$ cat config.mk
export PLATFORM = sky130hd
export DESIGN_NAME = ebt_bus_timing
export DESIGN_NICKNAME = d
export VERILOG_FILES = /design/src/include/ebt_pkg.sv /design/src/ebt_fifo.sv /design/src/ebt_bus_timing.sv
export SDC_FILE = /design/constraint.sdc
export NUM_CORES = 1
export LEC_CHECK = 0
export BUFFER_PORTS_ARGS = -buffer_cell sky130_fd_sc_hd__buf_4
export CORE_ASPECT_RATIO = 0.9
export CORE_MARGIN = 2
export CORE_UTILIZATION = 30
export CTS_CLUSTER_SIZE = 10
export DETAILED_ROUTE_END_ITERATION = 8
export PLACE_DENSITY_LB_ADDON = 0.25
export SKIP_CTS_REPAIR_TIMING = 1
export SLEW_MARGIN = 20
export SYNTH_ARGS = -nofsm -noshare
export SYNTH_HDL_FRONTEND = slang
export SYNTH_SLANG_ARGS = --single-unit
$ cat constraint.sdc
create_clock -name hclk -period 5.55 [get_ports hclk]
set_input_delay 0.2775 -clock hclk [delete_from_list [all_inputs] [get_ports hclk]]
set_output_delay 0.2775 -clock hclk [all_outputs]
set_load 0.005 [all_outputs]
$ cat src/include/ebt_pkg.sv
package ebt_pkg;

  // register byte offsets on the slave port
  localparam logic [7:0] EBT_CTRL_OFS   = 8'h00;
  localparam logic [7:0] EBT_TIMING_OFS = 8'h04;
  localparam logic [7:0] EBT_WDATA_OFS  = 8'h08;
  localparam logic [7:0] EBT_CMD_OFS    = 8'h0C;
  localparam logic [7:0] EBT_RDATA_OFS  = 8'h10;
  localparam logic [7:0] EBT_STATUS_OFS = 8'h14;

  // reset values
  localparam logic [31:0] EBT_CTRL_RST   = 32'h0000_0000;
  localparam logic [31:0] EBT_TIMING_RST = 32'h0000_0001;

  // control field positions
  localparam int EBT_CTRL_SHARED   = 0;
  localparam int EBT_CTRL_RDY_EN   = 1;
  localparam int EBT_CTRL_RDY_HIGH = 2;
  localparam int EBT_CTRL_RDY_ASYN = 3;
  localparam int EBT_CTRL_BUS_REFERENCE_CLOCK   = 4;

  // timing field positions
  localparam int EBT_TM_AB_LSB = 0;
  localparam int EBT_TM_C_LSB  = 4;
  localparam int EBT_TM_D_LSB  = 8;
  localparam int EBT_TM_E_LSB  = 12;
  localparam int EBT_TM_F_LSB  = 20;

  // phase length limits in phase time units
  localparam logic [5:0] EBT_AB_MIN = 6'h01;
  localparam logic [5:0] EBT_AB_MAX = 6'h05;
  localparam int EBT_FIFO_DEPTH     = 16;

  // one command word kept in the fifo
  typedef struct packed {
    logic        write;
    logic [23:0] addr;
    logic [15:0] data;
  } ebt_cmd_t;

  // external bus pin drive group
  typedef struct packed {
    logic [23:0] address_lines;
    logic [15:0] shared_ad_out;
    logic        shared_ad_oe;
    logic [15:0] data_out;
    logic        data_oe;
    logic        ale;
    logic        rd_n;
    logic        wr_n;
    logic        cs_n;
    logic        upper_byte_enable_n;
    logic        bus_reference_clock_src_sys;
    logic        bus_reference_clock_fast_drv;
  } ebt_pins_t;

  // bus cycle phases, one-hot
  typedef enum logic [5:0] {
    EBT_IDLE = 6'b000001,
    EBT_AB   = 6'b000010,
    EBT_C    = 6'b000100,
    EBT_D    = 6'b001000,
    EBT_E    = 6'b010000,
    EBT_F    = 6'b100000
  } ebt_phase_t;

endpackage

$ cat src/ebt_fifo.sv
`timescale 1ns/1ps
module ebt_fifo #(
  parameter int WIDTH = 41,
  parameter int DEPTH = 16
) (
  input  wire logic             clk,       // clock
  input  wire logic             rst_n,     // async reset, active low
  input  wire logic             in_valid,  // push request
  output logic                  in_ready,  // room for a word
  input  wire logic [WIDTH-1:0] in_data,   // pushed word
  output logic                  out_valid, // word available
  input  wire logic             out_ready, // pop request
  output logic [WIDTH-1:0]      out_data   // head word, registered
);
  localparam int AW = $clog2(DEPTH);

  logic [WIDTH-1:0] mem [DEPTH];   // storage
  logic [AW-1:0]    wr_ptr;        // write index
  logic [AW-1:0]    rd_ptr;        // read index
  logic [AW:0]      count;         // words stored
  logic             do_push;       // accepted push
  logic             do_pop;        // accepted pop

  assign do_push = in_valid && in_ready;
  assign do_pop  = out_valid && out_ready;

  // storage writes; no reset so it maps to plain ram
  always_ff @(posedge clk) begin
    if (do_push) begin
      mem[wr_ptr] <= in_data;
    end
  end

  // pointers, fill count and honest flags
  always_ff @(posedge clk or negedge rst_n) begin
    if (!rst_n) begin
      wr_ptr    <= '0;
      rd_ptr    <= '0;
      count     <= '0;
      in_ready  <= 1'b1;
      out_valid <= 1'b0;
    end else begin
      if (do_push) begin
        wr_ptr <= wr_ptr + 1'b1;
      end
      if (do_pop) begin
        rd_ptr <= rd_ptr + 1'b1;
      end
      count     <= count + {{AW{1'b0}}, do_push} - {{AW{1'b0}}, do_pop};
      in_ready  <= (count + {{AW{1'b0}}, do_push} - {{AW{1'b0}}, do_pop})
                   != (AW+1)'(DEPTH);
      out_valid <= (count + {{AW{1'b0}}, do_push} - {{AW{1'b0}}, do_pop})
                   != '0;
    end
  end

  // head word comes out of a register; write-through when pushing into empty
  always_ff @(posedge clk or negedge rst_n) begin
    if (!rst_n) begin
      out_data <= '0;
    end else if (do_pop || !out_valid) begin
      if (do_push && (count - {{AW{1'b0}}, do_pop}) == '0) begin
        out_data <= in_data;
      end else begin
        out_data <= mem[do_pop ? rd_ptr + 1'b1 : rd_ptr];
      end
    end
  end
endmodule

$ cat src/ebt_bus_timing.sv
`timescale 1ns/1ps
// Functional notes
// - cycle runs phases AB, C, D, E, F in order
// - phase lengths come from software timing register
// - ready may stretch access phase when enabled
// - lengths: AB 1-5, C 0-3, D 0-1, E 1-32, F 0-3
// - read data latched on address change, strobe rise
// - early address change cannot corrupt read data
// - shared mode: address then write data, 16 lines
// - separate mode: 24-bit address, 16-bit data lines
// - reference clock: system clock source, fast driver
// - ready polarity selectable; async adds one stage
// - ready inactive waits, ready active ends access phase
module ebt_bus_timing #(
  parameter int FIFO_DEPTH = ebt_pkg::EBT_FIFO_DEPTH
) (
  input  wire logic              hclk,          // system clock
  input  wire logic              hresetn,       // async reset, active low
  input  wire logic              hsel,          // slave select
  input  wire logic [31:0]       haddr,         // byte address
  input  wire logic [1:0]        htrans,        // transfer type
  input  wire logic              hwrite,        // write when high
  input  wire logic [2:0]        hsize,         // transfer size
  input  wire logic [31:0]       hwdata,        // write data
  input  wire logic              hready,        // bus ready in
  output logic                   hreadyout,     // slave ready out
  output logic                   hresp,         // always okay
  output logic [31:0]            hrdata,        // read data
  input  wire logic              ready_pin,     // external ready pin
  input  wire logic [15:0]       shared_ad_in,  // shared lines, in
  input  wire logic [15:0]       data_in,       // data lines, in
  output ebt_pkg::ebt_pins_t     pins           // all bus pin drives
);

  // ---------------- register file state ----------------
  logic [31:0] ctrl;          // mode, ready and clock controls
  logic [31:0] timing;        // chip_select_timing_config
  logic [15:0] wdata;         // write data for the next command
  logic [15:0] rdata;         // last captured read data
  logic [7:0]  done_count;    // completed bus cycles, wraps

  // ---------------- ahb pipeline ----------------
  logic        aph_take;      // address phase accepted
  logic        dph_wr;        // write data phase pending
  logic [7:0]  dph_ofs;       // offset of pending write
  logic        cmd_pend;      // command push waiting for room
  logic [23:0] cmd_addr;      // address of waiting command
  logic        cmd_write;     // direction of waiting command

  // ---------------- fifo ----------------
  ebt_pkg::ebt_cmd_t fifo_in;    // word being pushed
  ebt_pkg::ebt_cmd_t fifo_out;   // head word
  logic              fifo_in_rdy;  // room in fifo
  logic              fifo_out_vld; // head valid
  logic              fifo_pop;     // sequencer takes head

  // ---------------- sequencer ----------------
  ebt_pkg::ebt_phase_t phase;       // current phase
  ebt_pkg::ebt_phase_t next_phase;  // phase after this edge
  logic [5:0]  cnt;                 // units left in phase, minus one
  logic [5:0]  next_cnt;            // value loaded on entry
  ebt_pkg::ebt_cmd_t cur;           // command being run
  logic        phase_end;           // last unit of current phase
  logic        ready_ok;            // access phase may terminate

  // ---------------- ready synchroniser ----------------
  logic        rdy_s1;        // first stage, feeds rdy_s2 only
  logic        rdy_s2;        // second stage
  logic        rdy_s3;        // extra stage for async ready
  logic        rdy_active;    // polarity-corrected ready

  // ---------------- phase lengths ----------------
  logic [5:0]  len_ab;        // address phase length
  logic [5:0]  len_c;         // delay phase c length
  logic [5:0]  len_d;         // delay phase d length
  logic [5:0]  len_e;         // access phase length
  logic [5:0]  len_f;         // hold phase length
  logic [2:0]  ab_raw;        // programmed address phase field

  // field decode; out-of-range address phase values are clamped
  assign ab_raw = timing[ebt_pkg::EBT_TM_AB_LSB +: 3];
  always_comb begin
    len_ab = {3'h0, ab_raw};
    if (len_ab < ebt_pkg::EBT_AB_MIN) begin
      len_ab = ebt_pkg::EBT_AB_MIN;
    end else if (len_ab > ebt_pkg::EBT_AB_MAX) begin
      len_ab = ebt_pkg::EBT_AB_MAX;
    end
  end
  assign len_c = {4'h0, timing[ebt_pkg::EBT_TM_C_LSB +: 2]};
  assign len_d = {5'h00, timing[ebt_pkg::EBT_TM_D_LSB]};
  assign len_e = {1'b0, timing[ebt_pkg::EBT_TM_E_LSB +: 5]} + 6'h01;
  assign len_f = {4'h0, timing[ebt_pkg::EBT_TM_F_LSB +: 2]};

  // ---------------- ahb slave ----------------
  assign aph_take = hsel && htrans[1] && hready && hreadyout;
  assign hresp    = 1'b0;

  // address phase: latch write target, prepare read data
  always_ff @(posedge hclk or negedge hresetn) begin
    if (!hresetn) begin
      dph_wr  <= 1'b0;
      dph_ofs <= 8'h00;
      hrdata  <= 32'h0000_0000;
    end else begin
      dph_wr <= aph_take && hwrite;
      if (aph_take) begin
        dph_ofs <= haddr[7:0];
        // reads answer in the data phase right after; unmapped reads zero
        unique case (haddr[7:0])
          ebt_pkg::EBT_CTRL_OFS:   hrdata <= ctrl;
          ebt_pkg::EBT_TIMING_OFS: hrdata <= timing;
          ebt_pkg::EBT_WDATA_OFS:  hrdata <= {16'h0000, wdata};
          ebt_pkg::EBT_RDATA_OFS:  hrdata <= {16'h0000, rdata};
          ebt_pkg::EBT_STATUS_OFS: hrdata <= {16'h0000, done_count, 5'h00,
                                              !fifo_in_rdy, !fifo_out_vld,
                                              phase != ebt_pkg::EBT_IDLE};
          default:                 hrdata <= 32'h0000_0000;
        endcase
      end
    end
  end

  // control registers written in the data phase
  always_ff @(posedge hclk or negedge hresetn) begin
    if (!hresetn) begin
      ctrl   <= ebt_pkg::EBT_CTRL_RST;
      timing <= ebt_pkg::EBT_TIMING_RST;
      wdata  <= 16'h0000;
    end else if (dph_wr) begin
      unique case (dph_ofs)
        ebt_pkg::EBT_CTRL_OFS:   ctrl   <= {27'h0000000, hwdata[4:0]};
        ebt_pkg::EBT_TIMING_OFS: timing <= {10'h000, hwdata[21:20], 3'h0,
                                            hwdata[16:12], 3'h0, hwdata[8],
                                            2'h0, hwdata[5:4], 1'b0,
                                            hwdata[2:0]};
        ebt_pkg::EBT_WDATA_OFS:  wdata  <= hwdata[15:0];
        default: ;
      endcase
    end
  end

  // command writes push into the fifo; a full fifo stalls the bus
  // through hreadyout, so software cannot overrun the queue
  always_ff @(posedge hclk or negedge hresetn) begin
    if (!hresetn) begin
      cmd_pend  <= 1'b0;
      cmd_addr  <= 24'h000000;
      cmd_write <= 1'b0;
      hreadyout <= 1'b1;
    end else if (cmd_pend) begin
      if (fifo_in_rdy) begin
        cmd_pend  <= 1'b0;
        hreadyout <= 1'b1;
      end
    end else if (dph_wr && dph_ofs == ebt_pkg::EBT_CMD_OFS) begin
      cmd_addr  <= hwdata[23:0];
      cmd_write <= hwdata[31];
      cmd_pend  <= 1'b1;
      hreadyout <= 1'b0;
    end
  end

  // a command write holds the bus at least one cycle, until it lands in the fifo
  assign fifo_in = '{write: cmd_write, addr: cmd_addr, data: wdata};

  ebt_fifo #(
    .WIDTH ($bits(ebt_pkg::ebt_cmd_t)),
    .DEPTH (FIFO_DEPTH)
  ) u_fifo (
    .clk       (hclk),
    .rst_n     (hresetn),
    .in_valid  (cmd_pend),
    .in_ready  (fifo_in_rdy),
    .in_data   (fifo_in),
    .out_valid (fifo_out_vld),
    .out_ready (fifo_pop),
    .out_data  (fifo_out)
  );

  // ---------------- ready input ----------------
  // pin is asynchronous to hclk, so two flops come first in all modes;
  // the async option adds a third stage and thus a waitstate
  always_ff @(posedge hclk or negedge hresetn) begin
    if (!hresetn) begin
      rdy_s1 <= 1'b0;
      rdy_s2 <= 1'b0;
      rdy_s3 <= 1'b0;
    end else begin
      rdy_s1 <= ready_pin;
      rdy_s2 <= rdy_s1;
      rdy_s3 <= rdy_s2;
    end
  end

  // polarity select and stage select
  assign rdy_active = (ctrl[ebt_pkg::EBT_CTRL_RDY_ASYN] ? rdy_s3 : rdy_s2)
                      ^ !ctrl[ebt_pkg::EBT_CTRL_RDY_HIGH];

  // access phase may close only when handshake is off or ready seen
  assign ready_ok = !ctrl[ebt_pkg::EBT_CTRL_RDY_EN] || rdy_active;

  // ---------------- phase sequencer ----------------
  // a phase ends when its counter reaches zero; in the access phase
  // an inactive ready at that point inserts a waitstate instead
  assign phase_end = (cnt == 6'h00) &&
                     (phase != ebt_pkg::EBT_E || ready_ok);
  assign fifo_pop  = (phase == ebt_pkg::EBT_IDLE) && fifo_out_vld;

  // next phase skips zero-length optional phases
  always_comb begin
    next_phase = phase;
    unique case (phase)
      ebt_pkg::EBT_IDLE: begin
        if (fifo_out_vld) begin
          next_phase = ebt_pkg::EBT_AB;
        end
      end
      ebt_pkg::EBT_AB: begin
        if (phase_end) begin
          if (len_c != 6'h00) begin
            next_phase = ebt_pkg::EBT_C;
          end else if (len_d != 6'h00) begin
            next_phase = ebt_pkg::EBT_D;
          end else begin
            next_phase = ebt_pkg::EBT_E;
          end
        end
      end
      ebt_pkg::EBT_C: begin
        if (phase_end) begin
          next_phase = (len_d != 6'h00) ? ebt_pkg::EBT_D : ebt_pkg::EBT_E;
        end
      end
      ebt_pkg::EBT_D: begin
        if (phase_end) begin
          next_phase = ebt_pkg::EBT_E;
        end
      end
      ebt_pkg::EBT_E: begin
        if (phase_end) begin
          next_phase = (len_f != 6'h00) ? ebt_pkg::EBT_F : ebt_pkg::EBT_IDLE;
        end
      end
      ebt_pkg::EBT_F: begin
        if (phase_end) begin
          next_phase = ebt_pkg::EBT_IDLE;
        end
      end
      default: next_phase = ebt_pkg::EBT_IDLE;
    endcase
  end

  // counter reload on entry to a phase, one unit per clock
  always_comb begin
    next_cnt = 6'h00;
    unique case (next_phase)
      ebt_pkg::EBT_AB: next_cnt = len_ab - 6'h01;
      ebt_pkg::EBT_C:  next_cnt = len_c - 6'h01;
      ebt_pkg::EBT_D:  next_cnt = len_d - 6'h01;
      ebt_pkg::EBT_E:  next_cnt = len_e - 6'h01;
      ebt_pkg::EBT_F:  next_cnt = len_f - 6'h01;
      default:         next_cnt = 6'h00;
    endcase
  end

  // phase and counter; waitstates hold the counter at zero
  always_ff @(posedge hclk or negedge hresetn) begin
    if (!hresetn) begin
      phase <= ebt_pkg::EBT_IDLE;
      cnt   <= 6'h00;
    end else if (next_phase != phase) begin
      phase <= next_phase;
      cnt   <= next_cnt;
    end else if (cnt != 6'h00) begin
      cnt <= cnt - 6'h01;
    end
  end

  // command register for the running cycle
  always_ff @(posedge hclk or negedge hresetn) begin
    if (!hresetn) begin
      cur <= '0;
    end else if (fifo_pop) begin
      cur <= fifo_out;
    end
  end

  // ---------------- read capture ----------------
  // the edge that leaves the access phase also raises the read strobe
  // and moves the address, so data are taken before either can matter
  always_ff @(posedge hclk or negedge hresetn) begin
    if (!hresetn) begin
      rdata      <= 16'h0000;
      done_count <= 8'h00;
    end else begin
      if (phase == ebt_pkg::EBT_E && phase_end && !cur.write) begin
        rdata <= ctrl[ebt_pkg::EBT_CTRL_SHARED] ? shared_ad_in
                                                : data_in;
      end
      if (phase != ebt_pkg::EBT_IDLE && next_phase == ebt_pkg::EBT_IDLE) begin
        done_count <= done_count + 8'h01;
      end
    end
  end

  // ---------------- pin drive ----------------
  // pins are registered from next_phase so they change on phase edges
  always_ff @(posedge hclk or negedge hresetn) begin
    if (!hresetn) begin
      pins <= '{address_lines: 24'h000000, shared_ad_out: 16'h0000,
                shared_ad_oe: 1'b0, data_out: 16'h0000, data_oe: 1'b0,
                ale: 1'b0, rd_n: 1'b1, wr_n: 1'b1, cs_n: 1'b1,
                upper_byte_enable_n: 1'b1, bus_reference_clock_src_sys: 1'b0,
                bus_reference_clock_fast_drv: 1'b0};
    end else begin
      // reference clock: system clock selected with the fast driver
      pins.bus_reference_clock_src_sys  <= ctrl[ebt_pkg::EBT_CTRL_BUS_REFERENCE_CLOCK];
      pins.bus_reference_clock_fast_drv <= ctrl[ebt_pkg::EBT_CTRL_BUS_REFERENCE_CLOCK];
      pins.cs_n  <= next_phase == ebt_pkg::EBT_IDLE;
      pins.upper_byte_enable_n <= next_phase == ebt_pkg::EBT_IDLE;
      pins.ale   <= next_phase == ebt_pkg::EBT_AB;
      pins.rd_n  <= !(next_phase == ebt_pkg::EBT_E && !cur_cmd_write());
      pins.wr_n  <= !(next_phase == ebt_pkg::EBT_E && cur_cmd_write());
      // address held to the end of the strobe; writes keep it through hold
      if (next_phase == ebt_pkg::EBT_IDLE ||
          (next_phase == ebt_pkg::EBT_F && !cur.write)) begin
        pins.address_lines <= 24'h000000;
      end else begin
        pins.address_lines <= cur_cmd_addr();
      end
      if (ctrl[ebt_pkg::EBT_CTRL_SHARED]) begin
        // shared lines: address in phase AB, then write data
        pins.data_oe  <= 1'b0;
        pins.data_out <= 16'h0000;
        if (next_phase == ebt_pkg::EBT_AB) begin
          pins.shared_ad_out <= 16'(cur_cmd_addr());
          pins.shared_ad_oe  <= 1'b1;
        end else if (next_phase != ebt_pkg::EBT_IDLE && cur.write) begin
          pins.shared_ad_out <= cur.data;
          pins.shared_ad_oe  <= 1'b1;
        end else begin
          pins.shared_ad_out <= 16'h0000;
          pins.shared_ad_oe  <= 1'b0;
        end
      end else begin
        // separate lines: write data on the data lines after AB
        pins.shared_ad_out <= 16'h0000;
        pins.shared_ad_oe  <= 1'b0;
        if (next_phase != ebt_pkg::EBT_IDLE &&
            next_phase != ebt_pkg::EBT_AB && cur.write) begin
          pins.data_out <= cur.data;
          pins.data_oe  <= 1'b1;
        end else begin
          pins.data_out <= 16'h0000;
          pins.data_oe  <= 1'b0;
        end
      end
    end
  end

  // command fields seen at the pins: in the entry cycle of AB the
  // running register is still loading, so the fifo head is used
  function automatic logic cur_cmd_write();
    return (phase == ebt_pkg::EBT_IDLE) ? fifo_out.write : cur.write;
  endfunction

  function automatic logic [23:0] cur_cmd_addr();
    return (phase == ebt_pkg::EBT_IDLE) ? fifo_out.addr : cur.addr;
  endfunction

endmodule

* After elaboration in Yosys (flattened, before gate mapping)
Memory sizes are Yosys's and may differ from the RTL's. Index checks and enable logic that the tools add are counted. Widths: inputs -> output; s select.
Word-level totals: memories kept 1, register bits after elaboration 301, word-level logic and storage cells 161, output and inout bits 99, bits in writable memories 656, input bits 107
Cells by class: muxes and demuxes 35, reduce and logical (&&, ||, !) cells 46, bitwise gates (word level) 2, add/sub/neg operators 13, magnitude comparators 2, eq/ne operators 26
Memories:
- u_fifo.mem | words 16, width 41, rd ports 1, clocked after Yosys merged registers in 0, write ports 1, line ebt_fifo.sv:17 | logic [WIDTH-1:0] mem [DEPTH];
Operator list (count):
- $pmux 22 s5 | 1
- $mux 6 | 10
- $mux 17 | 3
- $mux 24 | 2
- $mux 41 | 1
- $pmux 6 s6 | 1
- $mux 34 | 1
- $pmux 6 s5 | 1
- $eq 8x4->1 const B | 3
- $logic_and 1x1->1 | 19
- $reduce_bool 6->1 | 3
- $sub 6x1->6 const B | 3
- $eq 8x3->1 const B | 2
- $eq 8x5->1 const B | 2
- $logic_not 8->1 | 2
- $mux 16 | 1
- $eq 6x1->1 const B | 2
- $eq 6x2->1 const B | 2
- $eq 6x3->1 const B | 2
- $eq 6x4->1 const B | 2
- $eq 6x5->1 const B | 2
- $eq 6x6->1 const B | 2
- $ne 6x1->1 const B | 2
- $mux 1 | 10
- other kinds (26) | 45

* Longest topological paths before layout
Gate-level depths: netlist (run 1).
depth after elaboration 12, depth in mapped cells 21, gate-level depth less buffers 14

* Hierarchy
A second synthesis (run 1) with hierarchy kept.
Unflattened totals: cells, all modules 3025, area, all modules 42373.1 um^2
By module, submodules not included:
- ebt_fifo | cells each 2220, instances 1, seq. area each 21101.5 um^2, area each 32427.4 um^2
- ebt_bus_timing | cells each 805, instances 1, seq. area each 5813.1 um^2, area each 9945.8 um^2

* Worst setup path after synthesis (run 1)
No wires, ideal clock.
kind reg-to-reg, start register phase[0], end register u_fifo.out_data[10], data arrival time 3.863 ns, cell stages (with the launch flop) 22, required time 5.468 ns, slack 1.605 ns, library setup time 0.082 ns, path buffers 9, clock period less this slack 3.945 ns, cells stage by stage dfstp_2 -> buf_2 -> nor2b_1 -> clkbuf_1 -> nand3_2 -> inv_2 -> buf_4 -> buf_4 -> buf_2 -> buf_2 -> ha_1 -> inv_1 -> ha_1 -> nor3_1 -> and3_1 -> clkbuf_1 -> or3_1 -> clkbuf_1 -> buf_2 -> a211oi_1 -> a31oi_1 -> a31oi_1
Between the ends: word-level cells in the longest chain between the ends 7, elaborated cells on any way between the ends 10, classes of those cells add/sub: 1; eq/ne: 1; mux: 2; reduce/logical: 5; memory: 1
Ends and longest elaborated chain:
- from (decl) | line ebt_bus_timing.sv:58 | ebt_pkg::ebt_phase_t phase;
- from (signal assigned) | line ebt_bus_timing.sv:270 | phase <= ebt_pkg::EBT_IDLE;
- from (signal assigned) | line ebt_bus_timing.sv:273 | phase <= next_phase;
- $eq 6x1->1 * | line ebt_bus_timing.sv:208 | assign fifo_pop = (phase == ebt_pkg::EBT_IDLE) && fifo_out_vld;
- $logic_and 1x1->1 * | line ebt_bus_timing.sv:208
- net fifo_pop | line ebt_bus_timing.sv:55 | logic fifo_pop;
- $logic_and 1x1->1 * | line ebt_fifo.sv:25 | assign do_pop = out_valid && out_ready;
- $sub 5x1->5 | line ebt_fifo.sv:62 | if (do_push && (count - {{AW{1'b0}}, do_pop}) == '0) begin
- $logic_not 5->1 | line ebt_fifo.sv:62
- $logic_and 1x1->1 | line ebt_fifo.sv:62
- $mux 41 | line ebt_fifo.sv:62
- to (signal assigned) | line ebt_fifo.sv:63 | out_data <= in_data;
- to (signal assigned) | line ebt_fifo.sv:65 | out_data <= mem[do_pop ? rd_ptr + 1'b1 : rd_ptr];
- to (decl) | line ebt_fifo.sv:13 | output logic [WIDTH-1:0] out_data
Mark *: on every way through the listed nets, which the timed path passes. The rest lies on a longest branch. A chain may end at the register's enable or synchronous reset.

* Worst setup path after layout (run 1)
start register phase[0], end register u_fifo.out_data[29]
Between the ends: word-level cells in the longest chain between the ends 7, elaborated cells on any way between the ends 10, classes of those cells add/sub: 1; eq/ne: 1; mux: 2; reduce/logical: 5; memory: 1
Ends and longest elaborated chain (line):
- $eq 6x1->1 * | ebt_bus_timing.sv:208
- $logic_and 1x1->1 * | ebt_bus_timing.sv:208
- $logic_and 1x1->1 * | ebt_fifo.sv:25
- $sub 5x1->5 | ebt_fifo.sv:62
- $logic_not 5->1 | ebt_fifo.sv:62
- $logic_and 1x1->1 | ebt_fifo.sv:62
- $mux 41 | ebt_fifo.sv:62
Mark *: on every way between the ends. The rest lies on a longest branch, timed or not.

==> results of run 1 <==
==> state kept, by name, summed over array words and instances, names as in the netlist, 4 cells and up <==
| register | count |
|---|---|
| wdata | 16 |
| cur | 41 |
| u_fifo.wr_ptr | 4 |
| ctrl | 5 |
| cmd_addr | 24 |
| pins | 63 |
| done_count | 8 |
| cnt | 6 |
| timing | 13 |
| phase | 6 |
| hrdata | 19 |
| u_fifo.out_data | 41 |
| u_fifo.count | 5 |
| u_fifo.mem | 656 |
| dph_ofs | 8 |
| rdata | 16 |
| u_fifo.rd_ptr | 4 |
==> kinds of logic after synthesis <==
| kind of cell | share of synthesized area (%) |
|---|---|
| buffers and inverters | 2.94 |
| adder cells (fa/ha/maj) | 0.659 |
| multiplexers | 15.8 |
| XOR/XNOR | 0.527 |
| other | 0.00873 |
| AO/OA/AOI/OAI | 11.6 |
| AND/OR/NAND/NOR | 5.86 |
| flip-flops | 62.7 |
==> placed cells by master (no fill, tap or decap), types with 6 or more instances in the layout <==
cell type	count
nor2b_1	9
a21oi_1	76
o22a_1	42
ha_1	20
clkbuf_1	77
buf_4	204
inv_1	30
nor3_1	9
a31oi_1	83
and3_1	6
dfrtp_1	279
mux2_2	68
o21ai_0	79
mux2i_1	411
and2_1	20
a211oi_1	58
o21ai_1	41
and2_2	12
dlygate4sd3_1	68
xor2_1	11
o311ai_0	39
nor2_1	196
buf_12	11
nand2_1	198
xnor2_1	13
edfxtp_1	656
dfstp_2	7
clkbuf_16	108
o221ai_1	164
o22ai_1	82
nand4_1	6
a222oi_1	8
a21boi_0	6
mux4_2	84
conb_1	14
or3_1	42
==> cell usage after synthesis (58+ instances only) <==
| cell type | count | area share (%) |
|---|---|---|
| dfrtp_1 | 281 | 16 |
| nor2_1 | 197 | 1.7 |
| mux2_2 | 68 | 1.8 |
| o221ai_1 | 164 | 3.3 |
| a31oi_1 | 83 | 1.2 |
| edfxtp_1 | 656 | 46 |
| mux2i_1 | 411 | 9.6 |
| a211oi_1 | 58 | 1.0 |
| o22ai_1 | 82 | 1.2 |
| nand2_1 | 205 | 1.8 |
| clkbuf_1 | 172 | 1.5 |
| o21ai_0 | 79 | 0.92 |
| a21oi_1 | 76 | 0.89 |
| mux4_2 | 84 | 4.4 |
==> through the flow <==
| step | total power [mW] | hold slack, ns | setup WS, ns | instance area [um^2] |
|---|---|---|---|---|
| after floorplan | 7.78 | -0.0181 | 1.61 | 43000 |
| after global placement | 7.94 | 0.280 | 0.930 | 46100 |
| after detailed placement | 7.94 | 0.281 | 0.891 | 46100 |
| after CTS | 14.7 | -0.531 | 0.877 | 49400 |
| after global routing | 15.0 | 0.110 | 0.625 | 50100 |
| final | 14.6 | 0.109 | 0.885 | 50100 |
==> final cells by class <==
| class | instances | area [um^2] | area share, % |
|---|---|---|---|
| tap | 1862 | 2330 | 4.65 |
| multi-input combinational | 1880 | 14900 | 29.8 |
| clock inverter | 11 | 225 | 0.450 |
| inverter | 34 | 143 | 0.285 |
| sequential | 944 | 26900 | 53.8 |
| timing repair buffer | 284 | 2450 | 4.89 |
| antenna | 2 | 5.00 | 0.0100 |
| clock buffer | 190 | 3060 | 6.11 |
==> per-layer routing <==
metal | wire, um | vias to the layer above | global-route usage, % | part of all wire, %
met1 | 58000 | 14500 | 23.7 | 45
met3 | 7090 | 231 | 3.15 | 5.5
met4 | 5180 | 0 | 6.82 | 4.0
met5 | 0 | - | 0 | 0
met2 | 59500 | 781 | 27.4 | 46
li1 | - | 12500 | - | -
==> worst reg2reg max path: stages (launching register included) <==
cell     delay [ns]
dfstp_2        0.64
nor2b_1        0.43
nand3_4        0.35
inv_8          0.34
ha_1           0.31
inv_1          0.06
ha_1           0.29
nor3_1         0.15
and3_2         0.28
buf_4          0.44
nor2_1         0.11
nand2_2        0.50
buf_12         0.33
o22a_1         0.23
a31oi_1        0.08
==> power breakdown <==
group | total (mW) | internal [mW] | switching, mW
clock | 6.73 | 3.83 | 2.90
combinational | 0.176 | 0.0846 | 0.0918
sequential | 7.66 | 7.57 | 0.0942
==> worst min path at each step <==
stage	start	end	slack, ns	cells past startpoint
detailed placement	hresetn	pins[36]	0.28	1
finish	hresetn	pins[24]	0.11	2
global placement	hresetn	pins[36]	0.28	1
global route	hresetn	pins[14]	0.11	2
CTS	hresetn	cur[18]	-0.53	1
floorplan	hresetn	cmd_addr[0]	-0.02	0
==> summary.txt, run 1 <==
Global routing
  – Largest net degree at the start of global routing: between 100 and 150
  – GRT Resource Usage Total: ~17%
  – Vias in the first global route: ~27,000
  – Antenna violations before repair: 3
  – Total global routing overflow: 0
  – First-pass GRT wire length: between 150,000 and 200,000 um

Clocking
  – Clk buf depth: 3
  – Reg clk slew, reported paths: around 0.060 ns
  – H-tree depth: 3
  – Clk root buf: clkbuf_16
  – CTS buffer count: roughly 110
  – Clock Latency Late Sink: 0.74 ns
  – CTS tree: yes
  – Clock tree sinks: roughly 940

Logic synthesis
  – Sequential share of the synthesized area: between 60% and 70%
  – Mapped Cells: about 3,100
  – Post-synth top flop: edfxtp_1
  – Asr flop ratio synth: between 30% and 40%
  – EDFF count, synth: between 600 and 700
  – Post-synthesis cell type count: between 70 and 80
  – Synthesis-stage register bit count: roughly 940
  – Avg Cell Area, Syn: 13.8 um^2
  – Synth Warn #: 0
  – Synthesized area: roughly 43,000 um^2

Run status
  – Status: finished clean

Cells and area
  – Final Non-Filler Cells: roughly 5,200
  – Nets: between 3,000 and 4,000
  – Area growth, synth to finish: 16.6%
  – Fraction of layout cells with a size suffix above 1: 16.6%
  – Final core occ: roughly a third
  – Fillers: between 10,000 and 15,000

Detailed routing
  – Vias: 28,000
  – Drt wl/cell: between 20 and 25 um
  – DRC errors left: 0
  – DRT iter0 DRCs: roughly 2,500
  – Vias/cell: 5.38
  – Antenna Nets Post-Route: 0
  – Final WL: about 130,000 um
  – First drt pass iteration count: 5

Setup path
  – Crit path kind: reg2reg
  – Worst reg-to-reg path cell count: 14
  – Crit path top cell by count: ha_1
  – Worst reg2reg startpoint: phase[0]
  – Arrival time worst endpoint: 5.26 ns
  – Crit Path Max Fanout: 26
  – Worst setup path endpoint: u_fifo.out_data[29]
  – Worst setup SP type: flip-flop
  – CP cell instances: nor2b_1 > nand3_4 > inv_8 > ha_1 > inv_1 > ha_1 > nor3_1 > and3_2 > buf_4 > nor2_1 > nand2_2 > buf_12 > o22a_1 > a31oi_1
  – Crit path max-delay family: simple AND/OR/NAND/NOR gates
  – Critical Path Max Stage Delay: roughly 0.64 ns
  – WP buf/inv: 4
  – Req. time, crit path: 6.14 ns
  – Worst setup EP type: flip-flop
  – Reg2reg end: u_fifo.out_data[29]
  – Slowest-stage cell, CP: dfstp_2
  – Register-to-register setup slack: roughly 0.88 ns
  – Critical path depth: 14
  – Critical Path Source: phase[0]

Timing
  – Count of final hold-check violations: 0
  – Fmax: 214 MHz
  – Final setup vio count: 0
  – Unrepaired setup endpoints after global routing: no
  – Worst-Margin Slew: 1.05 ns
  – Post-route minimum period: roughly 4.7 ns
  – Skew final: approximately 0.045 ns
  – Final Slew Violations: 0
  – Setup_tns: 0 ns
  – Worst slew margin: around 30%
  – Final Cycle Share: 84.1%

Die
  – Initial Util: about 30%
  – Die area: around 150,000 um^2
  – Core Area: 142,000 um^2
  – Row count: ~130
  – Die Height: between 300 and 400 um
  – Die width: around 400 um
  – # IOs: between 200 and 250

Flow run
  – Max Cap Viol: 0

Placement
  – Half-perimeter wire length after placement: between 70,000 and 80,000 um
  – Placed insts: approximately 5,000
  – I/O Buffers: approximately 160
  – Gpl congestion: a little under 0.8

Worst hold path
  – Hold WC Path Type: in2async

Power and ir drop
  – Peak VDD IR: roughly 0.00023 V
  – Leakage: roughly 17 nW
  – Power per standard cell area: a little under 300 nW/um^2
(Power assumes the default switching activity.)
==> run 2: changes to the inputs <==
==> constraint.sdc (replaced) <==
create_clock -name hclk -period 4.61 [get_ports hclk]
set_input_delay 0.2305 -clock hclk [delete_from_list [all_inputs] [get_ports hclk]]
set_output_delay 0.2305 -clock hclk [all_outputs]
set_load 0.005 [all_outputs]
==> run 2 against run 1 <==
Net effect:
- first-iteration DRC count rose by 0.16%
- power rose by 19%
- clock skew fell by 0.011 ns
- largest power group unchanged
- worst setup slack got worse by 0.27 ns
- sequential power rose by 20%
- clock-buffer cell count rose by 5
- clock power rose by 16%
- highest routed layer unchanged
- core utilization barely moved
==> summary.txt, run 2 (synthesis results as in run 1) <==
Run status
  – Status: finished clean (unchanged)

Placement
  – Post-place setup slack: 0.642 ns (was 0.891 ns)
  – I/O Buffers: 156 (unchanged)
  – Half-perimeter wire length after placement: 76,500 um (was 74,500 um)
  – Gpl congestion: 0.799 (was 0.775)

Cells and area
  – Most common cell after layout, fill and taps aside: edfxtp_1 (unchanged)
  – Reg with most FFs: u_fifo.mem (unchanged)
  – Max FFs per register: 656 (unchanged)
  – Fraction of layout cells with a size suffix above 1: 17.1% (was 16.6%)
  – Antenna Cells: 0 (was 2)
  – Nets: 3,407 (was 3,381)
  – Area growth, synth to finish: 16.6% (about the same)
  – Most frequent cells in the layout: edfxtp_1, mux2i_1, dfrtp_1, buf_4, nand2_1 (unchanged)
  – Top flop regs: u_fifo.mem x656, pins x63 (unchanged)

Power and ir drop
  – Leakage: 17.1 nW (about the same)
  – Net Sw Power: 3.57 mW (was 3.09 mW)
  – Sw Ratio: 20.7% (was 21.2%)
  – Clock power share: 45.3% (was 46.2%)
  – Pwr Total: 17.3 mW (was 14.6 mW)
  – Sequential power share: 53.5% (was 52.6%)
  – Power per standard cell area: 345 nW/um^2 (was 291 nW/um^2)
  – Combinational share of power: 1.2% (about the same)
  – Internal power: 13.7 mW (was 11.5 mW)
  – Peak VDD IR: 0.000261 V (was 0.000226 V)

Detailed routing
  – First drt pass iteration count: 6 (was 5)
  – Antenna Nets Post-Route: 0 (unchanged)
  – Vias: 28,100 (was 28,000)
  – Vias/cell: 5.38 (about the same)
  – Drt wl/cell: 24.7 um (was 24.9 um)
  – Final WL: 129,000 um (was 130,000 um)
  – DRC errors left: 0 (unchanged)
  – DRT iter0 DRCs: 2,494 (was 2,490)

Flow run
  – Max Cap Viol: 0 (unchanged)

Timing
  – Worst-Margin Slew: 1.13 ns (was 1.05 ns)
  – Setup_tns: 0 ns (unchanged)
  – Post-route minimum period: 3.99 ns (was 4.67 ns)
  – Worst slew margin: 24.7% (was 29.7%)
  – Count of final hold-check violations: 0 (unchanged)
  – Final Cycle Share: 86.6% (was 84.1%)
  – Fmax: 250 MHz (was 214 MHz)
  – Final setup vio count: 0 (unchanged)
  – Skew final: 0.0342 ns (was 0.0448 ns)
  – Final Slew Violations: 0 (unchanged)
  – Final setup margin: 0.618 ns (was 0.885 ns)
  – Unrepaired setup endpoints after global routing: no (unchanged)
  – Worst Hold Margin: 0.142 ns (was 0.109 ns)

Die
  – # IOs: 206 (unchanged)
  – Die Height: 363 um (unchanged)
  – Core Area: 142,000 um^2 (unchanged)
  – Die width: 403 um (unchanged)
  – Row count: 131 (unchanged)
  – Die area: 146,000 um^2 (unchanged)
  – Initial Util: 30.3% (unchanged)

Clocking
  – Reg clk slew, reported paths: 0.06 ns (about the same)
  – Clock Latency Late Sink: 0.69 ns (was 0.74 ns)
  – H-tree depth: 3 (unchanged)
  – CTS buffer count: 107 (was 108)
  – Clk buf depth: 3 (unchanged)
  – Clk root buf: clkbuf_16 (unchanged)
  – Clock tree sinks: 944 (unchanged)
  – CTS tree: yes (unchanged)

Setup path
  – Crit path kind: reg2reg (unchanged)
  – Critical Path Max Stage Delay: 0.76 ns (was 0.64 ns)
  – Register-to-register setup slack: 0.62 ns (was 0.88 ns)
  – Worst reg2reg startpoint: phase[0] (unchanged)
  – WP buf/inv: 3 (was 4)
  – Critical Path Source: phase[0] (unchanged)
  – Crit Path Max Fanout: 23 (was 26)
  – CP cell instances: nor2b_1 > nand3_4 > inv_8 > ha_1 > inv_1 > ha_1 > nor3_1 > and3_2 > or3_2 > buf_12 > a211oi_1 > a31oi_1 > a31oi_1 (was nor2b_1 > nand3_4 > inv_8 > ha_1 > inv_1 > ha_1 > nor3_1 > and3_2 > buf_4 > nor2_1 > nand2_2 > buf_12 > o22a_1 > a31oi_1)
  – Req. time, crit path: 5.20 ns (was 6.14 ns)
  – Reg2reg end: u_fifo.out_data[35] (was u_fifo.out_data[29])
  – Worst setup EP type: flip-flop (unchanged)
  – Worst setup SP type: flip-flop (unchanged)
  – Crit path max-delay family: simple AND/OR/NAND/NOR gates (unchanged)
  – Arrival time worst endpoint: 4.59 ns (was 5.26 ns)
  – Slowest-stage cell, CP: or3_2 (was dfstp_2)
  – Worst reg-to-reg path cell count: 13 (was 14)

Global routing
  – Total global routing overflow: 0 (unchanged)
  – GRT Resource Usage Total: 17.3% (about the same)
  – First-pass GRT wire length: 189,000 um (was 187,000 um)
  – Antenna violations before repair: 3 (unchanged)
  – Vias in the first global route: 27,700 (was 27,200)
  – Largest net degree at the start of global routing: 141 (was 145)

Worst hold path
  – Hold WC Path Type: in2async (unchanged)
==> run 2: changes by cell type in the layout (fill, tap and decap cells not counted), sizes merged <==
cell	previous run	this run
clkinvlp	1	0
inv	37	36
clkinv	5	1
diode	2	0
buf	216	243
bufinv	2	0
clkbuf	190	195
==> run 2: power groups by stage <==
stage	combinational [mW]	clock (mW)	sequential [mW]
finish	0.207	7.83	9.23
global route	0.228	8.33	9.23
CTS	0.168	8.01	9.23
detailed placement	0.167	0	9.40
global placement	0.166	0	9.39
floorplan	0.0415	0	9.33
==> run 2: worst max-delay path by stage <==
stage	end	slack, ns	depth (start not counted)
2_1_floorplan	u_fifo.out_data[10]	0.67	21
3_3_place_gp	u_fifo.out_data[38]	0.62	12
3_5_place_dp	u_fifo.out_data[38]	0.64	13
4_1_cts	u_fifo.out_data[38]	0.62	13
5_1_grt	u_fifo.out_data[18]	0.37	12
6_report	u_fifo.out_data[35]	0.62	13
==> run 2: layout make-up <==
class	instances	area (um^2)
tap	1862	2330
timing repair buffer	311	2640
clock buffer	195	3100
inverter	34	143
fill	13600	91900
multi-input combinational	1880	14900
sequential	944	26900
clock inverter	3	33.8
==> run 2: routing by layer <==
metal  routed length [um]  GRT usage [%]
met5                    0              0
met2                61200           28.3
met1                57700           23.9
met4                 3760           5.43
met3                 6370           2.25
==> run 2: stage by stage <==
stage	util [%]	cell area [um^2]	cells
final	35.3	50100	5229
after CTS	34.8	49400	5161
after detailed placement	32.6	46300	4963
after floorplan	-	43000	3118
after global placement	32.6	46300	4963
after global routing	35.3	50100	5229
